$ cat src/agc_defines.vh
// register map, field positions, reset values and codes of the receive gain control
// assumes a 32-bit AHB-Lite slave where a register index maps to byte address index*4
`ifndef AGC_DEFINES_VH
`define AGC_DEFINES_VH

// register indices and their byte addresses
`define IDX_GAIN_LIMIT_TARGET_CFG 16'hDF17
`define IDX_GAIN_ORDER_CARRIER_CFG 16'hDF18
`define IDX_GAIN_STATUS           16'hDF30
`define ADDR_GAIN_LIMIT_TARGET_CFG {14'h0000, `IDX_GAIN_LIMIT_TARGET_CFG, 2'h0}
`define ADDR_GAIN_ORDER_CARRIER_CFG {14'h0000, `IDX_GAIN_ORDER_CARRIER_CFG, 2'h0}
`define ADDR_GAIN_STATUS          {14'h0000, `IDX_GAIN_STATUS, 2'h0}

// register selector codes
`define SEL_NONE   2'h0
`define SEL_LIMIT  2'h1
`define SEL_ORDER  2'h2
`define SEL_STATUS 2'h3

// gain_limit_target_cfg fields
`define DIG_CAP_MSB    7
`define DIG_CAP_LSB    6
`define FRONT_CAP_MSB  5
`define FRONT_CAP_LSB  3
`define TARGET_MSB     2
`define TARGET_LSB     0
`define LIMIT_RESET    8'h03

// gain_order_carrier_cfg fields (bit 7 unused, reads zero)
`define ORDER_BIT      6
`define REL_THR_MSB    5
`define REL_THR_LSB    4
`define ABS_THR_MSB    3
`define ABS_THR_LSB    0
`define ORDER_RESET    7'h40
`define ORDER_WMASK    8'h7F

// carrier sense codes
`define CS_ABS_OFF     4'h8
`define CS_REL_OFF     2'h0
`define CS_REL_DB_1    8'h06
`define CS_REL_DB_2    8'h0A
`define CS_REL_DB_3    8'h0E
`define CS_REF_RESET   8'hFF

// htrans bit set for nonsequential and sequential transfers
`define HTRANS_ACTIVE_BIT 1

`endif

$ cat src/cs_detect.v
// carrier sense decision from absolute and relative signal strength thresholds
// assumes rssi samples arrive on the system clock with a one-cycle valid pulse
`timescale 1ns/10ps
`include "agc_defines.vh"

module cs_detect (
    // clock and reset
    input  wire       hclk,
    input  wire       hresetn,
    // receiver side
    input  wire       rx_active,
    input  wire       sample_valid,
    input  wire [7:0] rssi_db,
    // configuration
    input  wire [7:0] target_db,
    input  wire [3:0] abs_thr,
    input  wire [1:0] rel_thr,
    // decision
    output reg        carrier_sense
);

    reg  [7:0] ref_reg;

    // relative step size in dB
    function [7:0] rel_db;
        input [1:0] code;
        begin
            if (code == 2'h1)
                rel_db = `CS_REL_DB_1;
            else if (code == 2'h2)
                rel_db = `CS_REL_DB_2;
            else
                rel_db = `CS_REL_DB_3;
        end
    endfunction

    // absolute level is target plus a signed 1 dB offset
    wire              abs_on  = (abs_thr != `CS_ABS_OFF);
    wire signed [9:0] abs_lvl = $signed({2'h0, target_db})
                              + $signed({{6{abs_thr[3]}}, abs_thr});
    wire              abs_hit = abs_on && ($signed({2'h0, rssi_db}) >= abs_lvl);
    wire              rel_on  = (rel_thr != `CS_REL_OFF);
    wire [8:0]        rel_lvl = {1'b0, ref_reg} + {1'b0, rel_db(rel_thr)};
    wire              rel_hit = rel_on && ({1'b0, rssi_db} >= rel_lvl);

    // reference follows the floor, creeps up slowly, holds during a rise
    always @(posedge hclk or negedge hresetn) begin
        if (!hresetn) begin
            ref_reg       <= `CS_REF_RESET;
            carrier_sense <= 1'b0;
        end else if (!rx_active) begin
            ref_reg       <= `CS_REF_RESET;
            carrier_sense <= 1'b0;
        end else if (sample_valid) begin
            carrier_sense <= abs_hit | rel_hit;
            if (rssi_db < ref_reg)
                ref_reg <= rssi_db;
            else if (!rel_hit && ref_reg != `CS_REF_RESET)
                ref_reg <= ref_reg + 8'h01;
        end
    end

endmodule

$ cat src/rx_gain_control.v
// receive gain control: config registers on AHB-Lite, gain stepping, carrier sense
// assumes amplitude and rssi samples come from the receive datapath on hclk
//
// The AHB-Lite interface to the registers is this design's own decision.
`timescale 1ns/10ps
`include "agc_defines.vh"

// Functional notes
// - digital gain cap code removes zero to three highest digital gain settings
// - front gain cap limits combined front stage gain, down to 17.1 dB below max
// - amplitude target code selects 24 to 42 dB, reset 33 dB
// - order bit 1 reduces first stage first; 0 drains second stage first
// - relative threshold 6/10/14 dB rise asserts carrier sense; code 00 disables
// - absolute threshold is signed 1 dB offset around the amplitude target
// - absolute code 1000 disables absolute detection entirely
// - carrier sense is exposed as a signal for other receiver logic
module rx_gain_control #(
    parameter [2:0] DIG_MAX        = 3'h7,
    parameter [1:0] S1_MAX         = 2'h3,
    parameter [1:0] S2_MAX         = 2'h3,
    parameter [7:0] S1_STEP_DT     = 8'h3C,
    parameter [7:0] S2_STEP_DT     = 8'h1E,
    parameter [7:0] HYST_DB        = 8'h02,
    parameter [4:0] SETTLE_SAMPLES = 5'h10
) (
    // clock and reset
    input  wire        hclk,
    input  wire        hresetn,
    // ahb-lite slave
    input  wire        hsel,
    input  wire [31:0] haddr,
    input  wire [1:0]  htrans,
    input  wire        hwrite,
    input  wire [2:0]  hsize,
    input  wire        hready,
    input  wire [31:0] hwdata,
    output reg  [31:0] hrdata,
    output wire        hreadyout,
    output wire        hresp,
    // receive datapath
    input  wire        rx_active,
    input  wire        sample_valid,
    input  wire [7:0]  amp_db,
    input  wire [7:0]  rssi_db,
    // gain stage controls
    output reg  [2:0]  digital_variable_gain_stage,
    output reg  [1:0]  first_stage_atten,
    output reg  [1:0]  second_low_noise_stage,
    output wire        carrier_sense
);

    localparam [1:0] ST_IDLE    = 2'h0;
    localparam [1:0] ST_SETTLE  = 2'h1;
    localparam [1:0] ST_MEASURE = 2'h2;

    reg  [7:0]  limit_reg;
    reg  [6:0]  order_reg;
    reg  [1:0]  wr_sel_reg;
    reg  [1:0]  state_reg;
    reg  [1:0]  state_next;
    reg  [4:0]  settle_reg;
    reg  [4:0]  settle_next;
    reg  [2:0]  dig_next;
    reg  [1:0]  s1_next;
    reg  [1:0]  s2_next;
    reg  [31:0] rd_next;

    // register address decode, used for both read and write phases
    function [1:0] reg_sel;
        input [31:0] addr;
        begin
            if (addr == `ADDR_GAIN_LIMIT_TARGET_CFG)
                reg_sel = `SEL_LIMIT;
            else if (addr == `ADDR_GAIN_ORDER_CARRIER_CFG)
                reg_sel = `SEL_ORDER;
            else if (addr == `ADDR_GAIN_STATUS)
                reg_sel = `SEL_STATUS;
            else
                reg_sel = `SEL_NONE;
        end
    endfunction

    // amplitude target code to dB
    function [7:0] target_db_of;
        input [2:0] code;
        begin
            case (code)
                3'h0:    target_db_of = 8'h18;
                3'h1:    target_db_of = 8'h1B;
                3'h2:    target_db_of = 8'h1E;
                3'h3:    target_db_of = 8'h21;
                3'h4:    target_db_of = 8'h24;
                3'h5:    target_db_of = 8'h26;
                3'h6:    target_db_of = 8'h28;
                default: target_db_of = 8'h2A;
            endcase
        end
    endfunction

    // front gain cap code to least attenuation, tenths of dB
    function [7:0] cap_att_of;
        input [2:0] code;
        begin
            case (code)
                3'h0:    cap_att_of = 8'h00;
                3'h1:    cap_att_of = 8'h1A;
                3'h2:    cap_att_of = 8'h3D;
                3'h3:    cap_att_of = 8'h4A;
                3'h4:    cap_att_of = 8'h5C;
                3'h5:    cap_att_of = 8'h73;
                3'h6:    cap_att_of = 8'h92;
                default: cap_att_of = 8'hAB;
            endcase
        end
    endfunction

    // combined front attenuation, tenths of dB
    function [9:0] front_att;
        input [1:0] s1;
        input [1:0] s2;
        begin
            front_att = s1 * S1_STEP_DT + s2 * S2_STEP_DT;
        end
    endfunction

    // least front attenuation that honours the cap, cutting in the selected order
    function [3:0] capped_front;
        input [9:0] cap;
        input       order;
        integer     n;
        reg   [1:0] a;
        reg   [1:0] b;
        begin
            a = 2'h0;
            b = 2'h0;
            // one cut per pass; both stages are full after S1_MAX + S2_MAX passes
            for (n = 0; n < S1_MAX + S2_MAX; n = n + 1) begin
                if (front_att(a, b) < cap) begin
                    if (order) begin
                        if (a < S1_MAX)
                            a = a + 2'h1;
                        else if (b < S2_MAX)
                            b = b + 2'h1;
                    end else begin
                        if (b < S2_MAX)
                            b = b + 2'h1;
                        else if (a < S1_MAX)
                            a = a + 2'h1;
                    end
                end
            end
            capped_front = {a, b};
        end
    endfunction

    // configuration fields
    wire [1:0] digital_gain_cap      = limit_reg[`DIG_CAP_MSB:`DIG_CAP_LSB];
    wire [2:0] front_gain_cap        = limit_reg[`FRONT_CAP_MSB:`FRONT_CAP_LSB];
    wire [2:0] amplitude_target      = limit_reg[`TARGET_MSB:`TARGET_LSB];
    wire       gain_reduce_order     = order_reg[`ORDER_BIT];
    wire [1:0] cs_relative_threshold = order_reg[`REL_THR_MSB:`REL_THR_LSB];
    wire [3:0] cs_absolute_threshold = order_reg[`ABS_THR_MSB:`ABS_THR_LSB];

    wire [1:0] addr_sel = reg_sel(haddr);
    wire       addr_hit = hsel && hready && htrans[`HTRANS_ACTIVE_BIT];

    // every transfer completes in one data phase with OKAY
    assign hreadyout = 1'b1;
    assign hresp     = 1'b0;

    // register writes land at the end of the data phase
    always @(posedge hclk or negedge hresetn) begin
        if (!hresetn) begin
            wr_sel_reg <= `SEL_NONE;
            limit_reg  <= `LIMIT_RESET;
            order_reg  <= `ORDER_RESET;
        end else begin
            wr_sel_reg <= (addr_hit && hwrite) ? addr_sel : `SEL_NONE;
            if (wr_sel_reg == `SEL_LIMIT)
                limit_reg <= hwdata[7:0];
            else if (wr_sel_reg == `SEL_ORDER)
                order_reg <= hwdata[6:0];
        end
    end

    // read data, forwarding a write still in its data phase
    always @* begin
        rd_next = 32'h00000000;
        if (addr_sel == `SEL_LIMIT)
            rd_next[7:0] = (wr_sel_reg == `SEL_LIMIT) ? hwdata[7:0] : limit_reg;
        else if (addr_sel == `SEL_ORDER)
            rd_next[7:0] = (wr_sel_reg == `SEL_ORDER) ? (hwdata[7:0] & `ORDER_WMASK)
                                                      : {1'b0, order_reg};
        else if (addr_sel == `SEL_STATUS)
            rd_next[7:0] = {carrier_sense, digital_variable_gain_stage,
                            first_stage_atten, second_low_noise_stage};
    end

    always @(posedge hclk or negedge hresetn) begin
        if (!hresetn)
            hrdata <= 32'h00000000;
        else if (addr_hit && !hwrite)
            hrdata <= rd_next;
    end

    // gain decision terms
    wire [7:0]        target_db = target_db_of(amplitude_target);
    wire signed [9:0] amp_err   = $signed({2'h0, amp_db}) - $signed({2'h0, target_db});
    wire              too_high  = amp_err > $signed({2'h0, HYST_DB});
    wire              too_low   = amp_err < -$signed({2'h0, HYST_DB});
    wire [2:0]        dig_lim   = DIG_MAX - {1'b0, digital_gain_cap};
    wire [9:0]        cap_att   = {2'h0, cap_att_of(front_gain_cap)};
    wire [1:0]        s1        = first_stage_atten;
    wire [1:0]        s2        = second_low_noise_stage;
    wire [9:0]        att_now   = front_att(s1, s2);
    wire              can_cut   = (s1 < S1_MAX) || (s2 < S2_MAX);
    wire              s1_back   = (s1 != 2'h0) && (front_att(s1 - 2'h1, s2) >= cap_att);
    wire              s2_back   = (s2 != 2'h0) && (front_att(s1, s2 - 2'h1) >= cap_att);
    // idle front setting: highest gain the cap allows, so the cap holds even before a sample
    wire [3:0]        front_floor = capped_front(cap_att, gain_reduce_order);

    // next gains and state
    always @* begin
        state_next  = state_reg;
        settle_next = settle_reg;
        dig_next    = digital_variable_gain_stage;
        s1_next     = s1;
        s2_next     = s2;
        case (state_reg)
            ST_IDLE: begin
                dig_next = dig_lim;
                s1_next  = front_floor[3:2];
                s2_next  = front_floor[1:0];
                if (rx_active)
                    state_next = ST_MEASURE;
            end
            ST_SETTLE: begin
                if (sample_valid) begin
                    settle_next = settle_reg - 5'h01;
                    if (settle_reg == 5'h01)
                        state_next = ST_MEASURE;
                end
            end
            default: begin
                if (sample_valid) begin
                    if (digital_variable_gain_stage > dig_lim) begin
                        dig_next = dig_lim;
                    end else if (att_now < cap_att || (too_high && can_cut)) begin
                        if (gain_reduce_order) begin
                            if (s1 < S1_MAX)
                                s1_next = s1 + 2'h1;
                            else
                                s2_next = s2 + 2'h1;
                        end else begin
                            if (s2 < S2_MAX)
                                s2_next = s2 + 2'h1;
                            else
                                s1_next = s1 + 2'h1;
                        end
                    end else if (too_high && digital_variable_gain_stage != 3'h0) begin
                        dig_next = digital_variable_gain_stage - 3'h1;
                    end else if (too_low && digital_variable_gain_stage < dig_lim) begin
                        dig_next = digital_variable_gain_stage + 3'h1;
                    end else if (too_low) begin
                        // restore front gain in reverse order, never above the cap
                        if (gain_reduce_order ? s2_back : !s1_back && s2_back)
                            s2_next = s2 - 2'h1;
                        else if (s1_back)
                            s1_next = s1 - 2'h1;
                    end
                    if (dig_next != digital_variable_gain_stage || s1_next != s1
                        || s2_next != s2) begin
                        state_next  = ST_SETTLE;
                        settle_next = SETTLE_SAMPLES;
                    end
                end
            end
        endcase
        if (!rx_active)
            state_next = ST_IDLE;
    end

    // gain and state registers
    always @(posedge hclk or negedge hresetn) begin
        if (!hresetn) begin
            state_reg                   <= ST_IDLE;
            settle_reg                  <= 5'h00;
            digital_variable_gain_stage <= 3'h0;
            first_stage_atten           <= 2'h0;
            second_low_noise_stage      <= 2'h0;
        end else begin
            state_reg                   <= state_next;
            settle_reg                  <= settle_next;
            digital_variable_gain_stage <= dig_next;
            first_stage_atten           <= s1_next;
            second_low_noise_stage      <= s2_next;
        end
    end

    // carrier sense, visible to the demodulator loops and in status
    cs_detect u_cs_detect (
        .hclk          (hclk),
        .hresetn       (hresetn),
        .rx_active     (rx_active),
        .sample_valid  (sample_valid),
        .rssi_db       (rssi_db),
        .target_db     (target_db),
        .abs_thr       (cs_absolute_threshold),
        .rel_thr       (cs_relative_threshold),
        .carrier_sense (carrier_sense)
    );

endmodule

$ cat config.mk
export PLATFORM = sky130hd
export DESIGN_NAME = rx_gain_control
export DESIGN_NICKNAME = d
export VERILOG_FILES = /design/src/cs_detect.v /design/src/rx_gain_control.v
export VERILOG_INCLUDE_DIRS = /design/src
export SDC_FILE = /design/constraint.sdc
export NUM_CORES = 1
export LEC_CHECK = 0
export ABC_CLOCK_PERIOD_IN_PS = 14700
export BUFFER_PORTS_ARGS = -buffer_cell sky130_fd_sc_hd__buf_2
export CORE_UTILIZATION = 50
export CTS_CLUSTER_SIZE = 28
export DETAILED_ROUTE_END_ITERATION = 10
export HOLD_SLACK_MARGIN = 0.05
export MAX_ROUTING_LAYER = met4
export PLACE_DENSITY = 0.72
export RECOVER_POWER = 100
export SYNTH_ARGS = -nofsm -noshare
export SYNTH_HDL_FRONTEND = slang
export SYNTH_SLANG_ARGS = --single-unit
$ cat constraint.sdc
create_clock -name hclk -period 14.7 [get_ports hclk]
set_input_delay 2.94 -clock hclk [delete_from_list [all_inputs] [get_ports hclk]]
set_output_delay 2.94 -clock hclk [all_outputs]
set_load 0.02 [all_outputs]
==> metrics.txt <==
CP max stage delay=0.56 ns; sequential-to-total area share from yosys stat=14.5%; CTS clk-pin slew, worst paths=0.07 ns; Top cell by count, worst path=ha_1; area delta synth->final=10.5%; Max Cap Violations=1; Post-synth EDFFs=0; status=complete, but fails checks; post-route setup TNS=0 ns; via/cell ratio=5.64; diode count=0; Crit path required time=14.93 ns; row cnt=46; critical path type=reg -> reg; Initial Utilization=52.1%; antenna violations before repair=0; Max Slew Vio Count=49; Netlist Area Pre-Place=8390 um^2; minimum clock period=14.02 ns; fmax=71.3 MHz; clock latency on the worst-skew pair=0.29 ns; grt ovf=0; Post-DP HPWL=16000 um; CORE AREA=16100 um^2; share of layout cells above drive strength 1=14.7%; # fillers=1520; Critical-path top delay cell=or4_4; Cells after Synth=986; Overall Global Routing Usage=23.8%; GP Congestion=0.905; nets=1380; CTS sink cnt=48; drt wl/cell=15.3 um; Die H=132 um; CP arrival=14.25 ns; DRT iter0 DRCs=380; cts hold-fix bufs=0; Syn Area/Cell=8.51 um^2; TritonCTS clock tree=yes; Final Setup Violations=0; clk buf depth=2; failing checks=capacitance limit, slew limit; Antenna Violating Nets Remaining=0; vias=7357; most common flop cell mapped by yosys=dfrtp_1; CP max FO=6; DRC errors left=0; Hold Vio Cnt, Final=0; H-Tree Depth=2; vias in the first global route=7101; critical path endpoint category=register; Synth Register Bits=48; die width=132 um; Slew HR=-73.0%; CP Launch Type=register; total routed wirelength=19900 um; Die ar.=17300 um^2; Port Buffers=79; fin crit share=95.4%; async set-reset flop share out of synthesis=100%; largest net degree at the start of global routing=49; Hold Crit Class=reg -> reg; DRT Pass-1 Iters=5; yosys warns=0; Tightest Pin Transition=2.60 ns; Ports=134; first-pass GRT wire length=33300 um; synth unique cells=86; CTS root buffer=clkbuf_16; Num CTS Buffers=5; clock skew=0.00679 ns
path summary, 6_finish.rpt:
kind,depth (start not counted),slack (ns),start,end
worst min register to register,2,0.48,hrdata[6],hrdata[6]
worst max register to register,64,0.68,limit_reg[4],first_stage_atten[0]
min in group asynchronous,2,3.55,hresetn,settle_reg[1]
worst min-delay path,2,0.48,hrdata[6],hrdata[6]
max in group asynchronous,2,9.67,hresetn,first_stage_atten[0]
worst max-delay path,64,0.68,limit_reg[4],first_stage_atten[0]
cell usage after synthesis (4+ instances only):
| cell type | instances | area [um^2] |
|---|---|---|
| mux2_2 | 13 | 146 |
| o21a_1 | 10 | 75.1 |
| a211oi_1 | 10 | 75.1 |
| o21bai_1 | 11 | 82.6 |
| or3_1 | 4 | 25.0 |
| a31oi_1 | 6 | 37.5 |
| nand2_1 | 49 | 184 |
| nor2b_1 | 15 | 93.8 |
| inv_1 | 93 | 349 |
| xnor2_1 | 33 | 289 |
| fa_1 | 10 | 200 |
| dfrtp_1 | 37 | 926 |
| buf_4 | 29 | 218 |
| nand2b_1 | 16 | 100 |
| and2_1 | 4 | 25.0 |
| nor4_1 | 5 | 31.3 |
| nand3_1 | 10 | 50.1 |
| o41ai_1 | 8 | 70.1 |
| and4_1 | 4 | 35.0 |
| mux2i_1 | 16 | 160 |
| o21ai_0 | 69 | 345 |
| and3_1 | 5 | 31.3 |
| a21oi_1 | 70 | 350 |
| nor2_1 | 50 | 188 |
| dfstp_2 | 11 | 289 |
| clkbuf_1 | 11 | 41.3 |
| o22ai_1 | 6 | 37.5 |
| a21o_1 | 26 | 195 |
| nor3_1 | 17 | 85.1 |
| ha_1 | 190 | 2380 |
| nand4_1 | 14 | 87.6 |
| xor2_1 | 28 | 245 |
| a221o_1 | 5 | 50.1 |
| o211ai_1 | 11 | 82.6 |
| or2_2 | 4 | 25.0 |
layer usage:
| layer | part of all wire, % | track usage, % | vias to the layer above |
|---|---|---|---|
| li1 | - | - | 3739 |
| met1 | 47 | 30.7 | 3441 |
| met2 | 48 | 40.1 | 152 |
| met3 | 3.2 | 1.74 | 25 |
| met4 | 1.4 | 5.94 | 0 |
| met5 | 0 | - | - |
per-stage QoR:
step | instance area [um^2] | setup slack (ns) | std cells | hold slack [ns] | utilization [%]
4_1_cts | 9190 | 0.134 | 1295 | 0.485 | 57.0
6_report | 9270 | 0.681 | 1305 | 0.485 | 57.5
5_1_grt | 9270 | -0.0548 | 1305 | 0.505 | 57.5
3_5_place_dp | 9040 | 0.229 | 1287 | 0.470 | 56.1
2_1_floorplan | 8480 | 1.10 | 1010 | 0.492 | -
3_3_place_gp | 9040 | 0.411 | 1287 | 0.459 | 56.1
kinds of logic (layout without fill, tap and decap cells):
| logic type | after synthesis | count (layout) | synth area share, % |
|---|---|---|---|
| and+or+nand+nor | 222 | 222 | 14.1 |
| muxes | 29 | 29 | 3.65 |
| AOI/OAI and AO/OA | 283 | 283 | 22.6 |
| buffers and inverters | 141 | 220 | 7.99 |
| DFF | 48 | 48 | 14.5 |
| adders and majority gates | 200 | 200 | 30.7 |
| xor gates and xnor gates | 61 | 61 | 6.37 |
| other | 2 | 26 | 0.0895 |
cell usage in the layout, fill, tap and decap left out, types with 26 or more instances in the layout:
master   instances
ha_1           190
inv_1           92
o21ai_0         68
a21oi_1         65
buf_2           57
nor2_1          49
nand2_1         49
dfrtp_1         37
buf_4           37
xnor2_1         33
xor2_1          28
a21o_1          26
conb_1          26
worst max-delay path, delay by kind of cell, from the launching register on:
kind | cells | cell delay (ns)
AOI/OAI and AO/OA | 24 | 4.47
xor gates and xnor gates | 4 | 0.63
adders and majority gates | 17 | 4.61
buffers and inverters | 6 | 0.62
DFF | 1 | 0.37
muxes | 3 | 0.92
and+or+nand+nor | 10 | 2.35
timing repair:
item,CTS,global route
setup buffers,0,10
gates resized for setup,0,17
endpoints found under the setup margin,0,4
layout make-up:
class / count / area [um^2] / area share, %
Timing Repair Buffer: 117 / 649 / 7.00
Tap cell: 216 / 270 / 2.91
Sequential cell: 48 / 1210 / 13.1
Clock buffer: 6 / 139 / 1.50
Inverter: 95 / 357 / 3.85
Clock inverter: 2 / 13.8 / 0.148
Multi-Input combinational cell: 821 / 6630 / 71.5
Power is not shown: default switching activity piles up to over one toggle a cycle in this logic, so the estimate is an artifact.
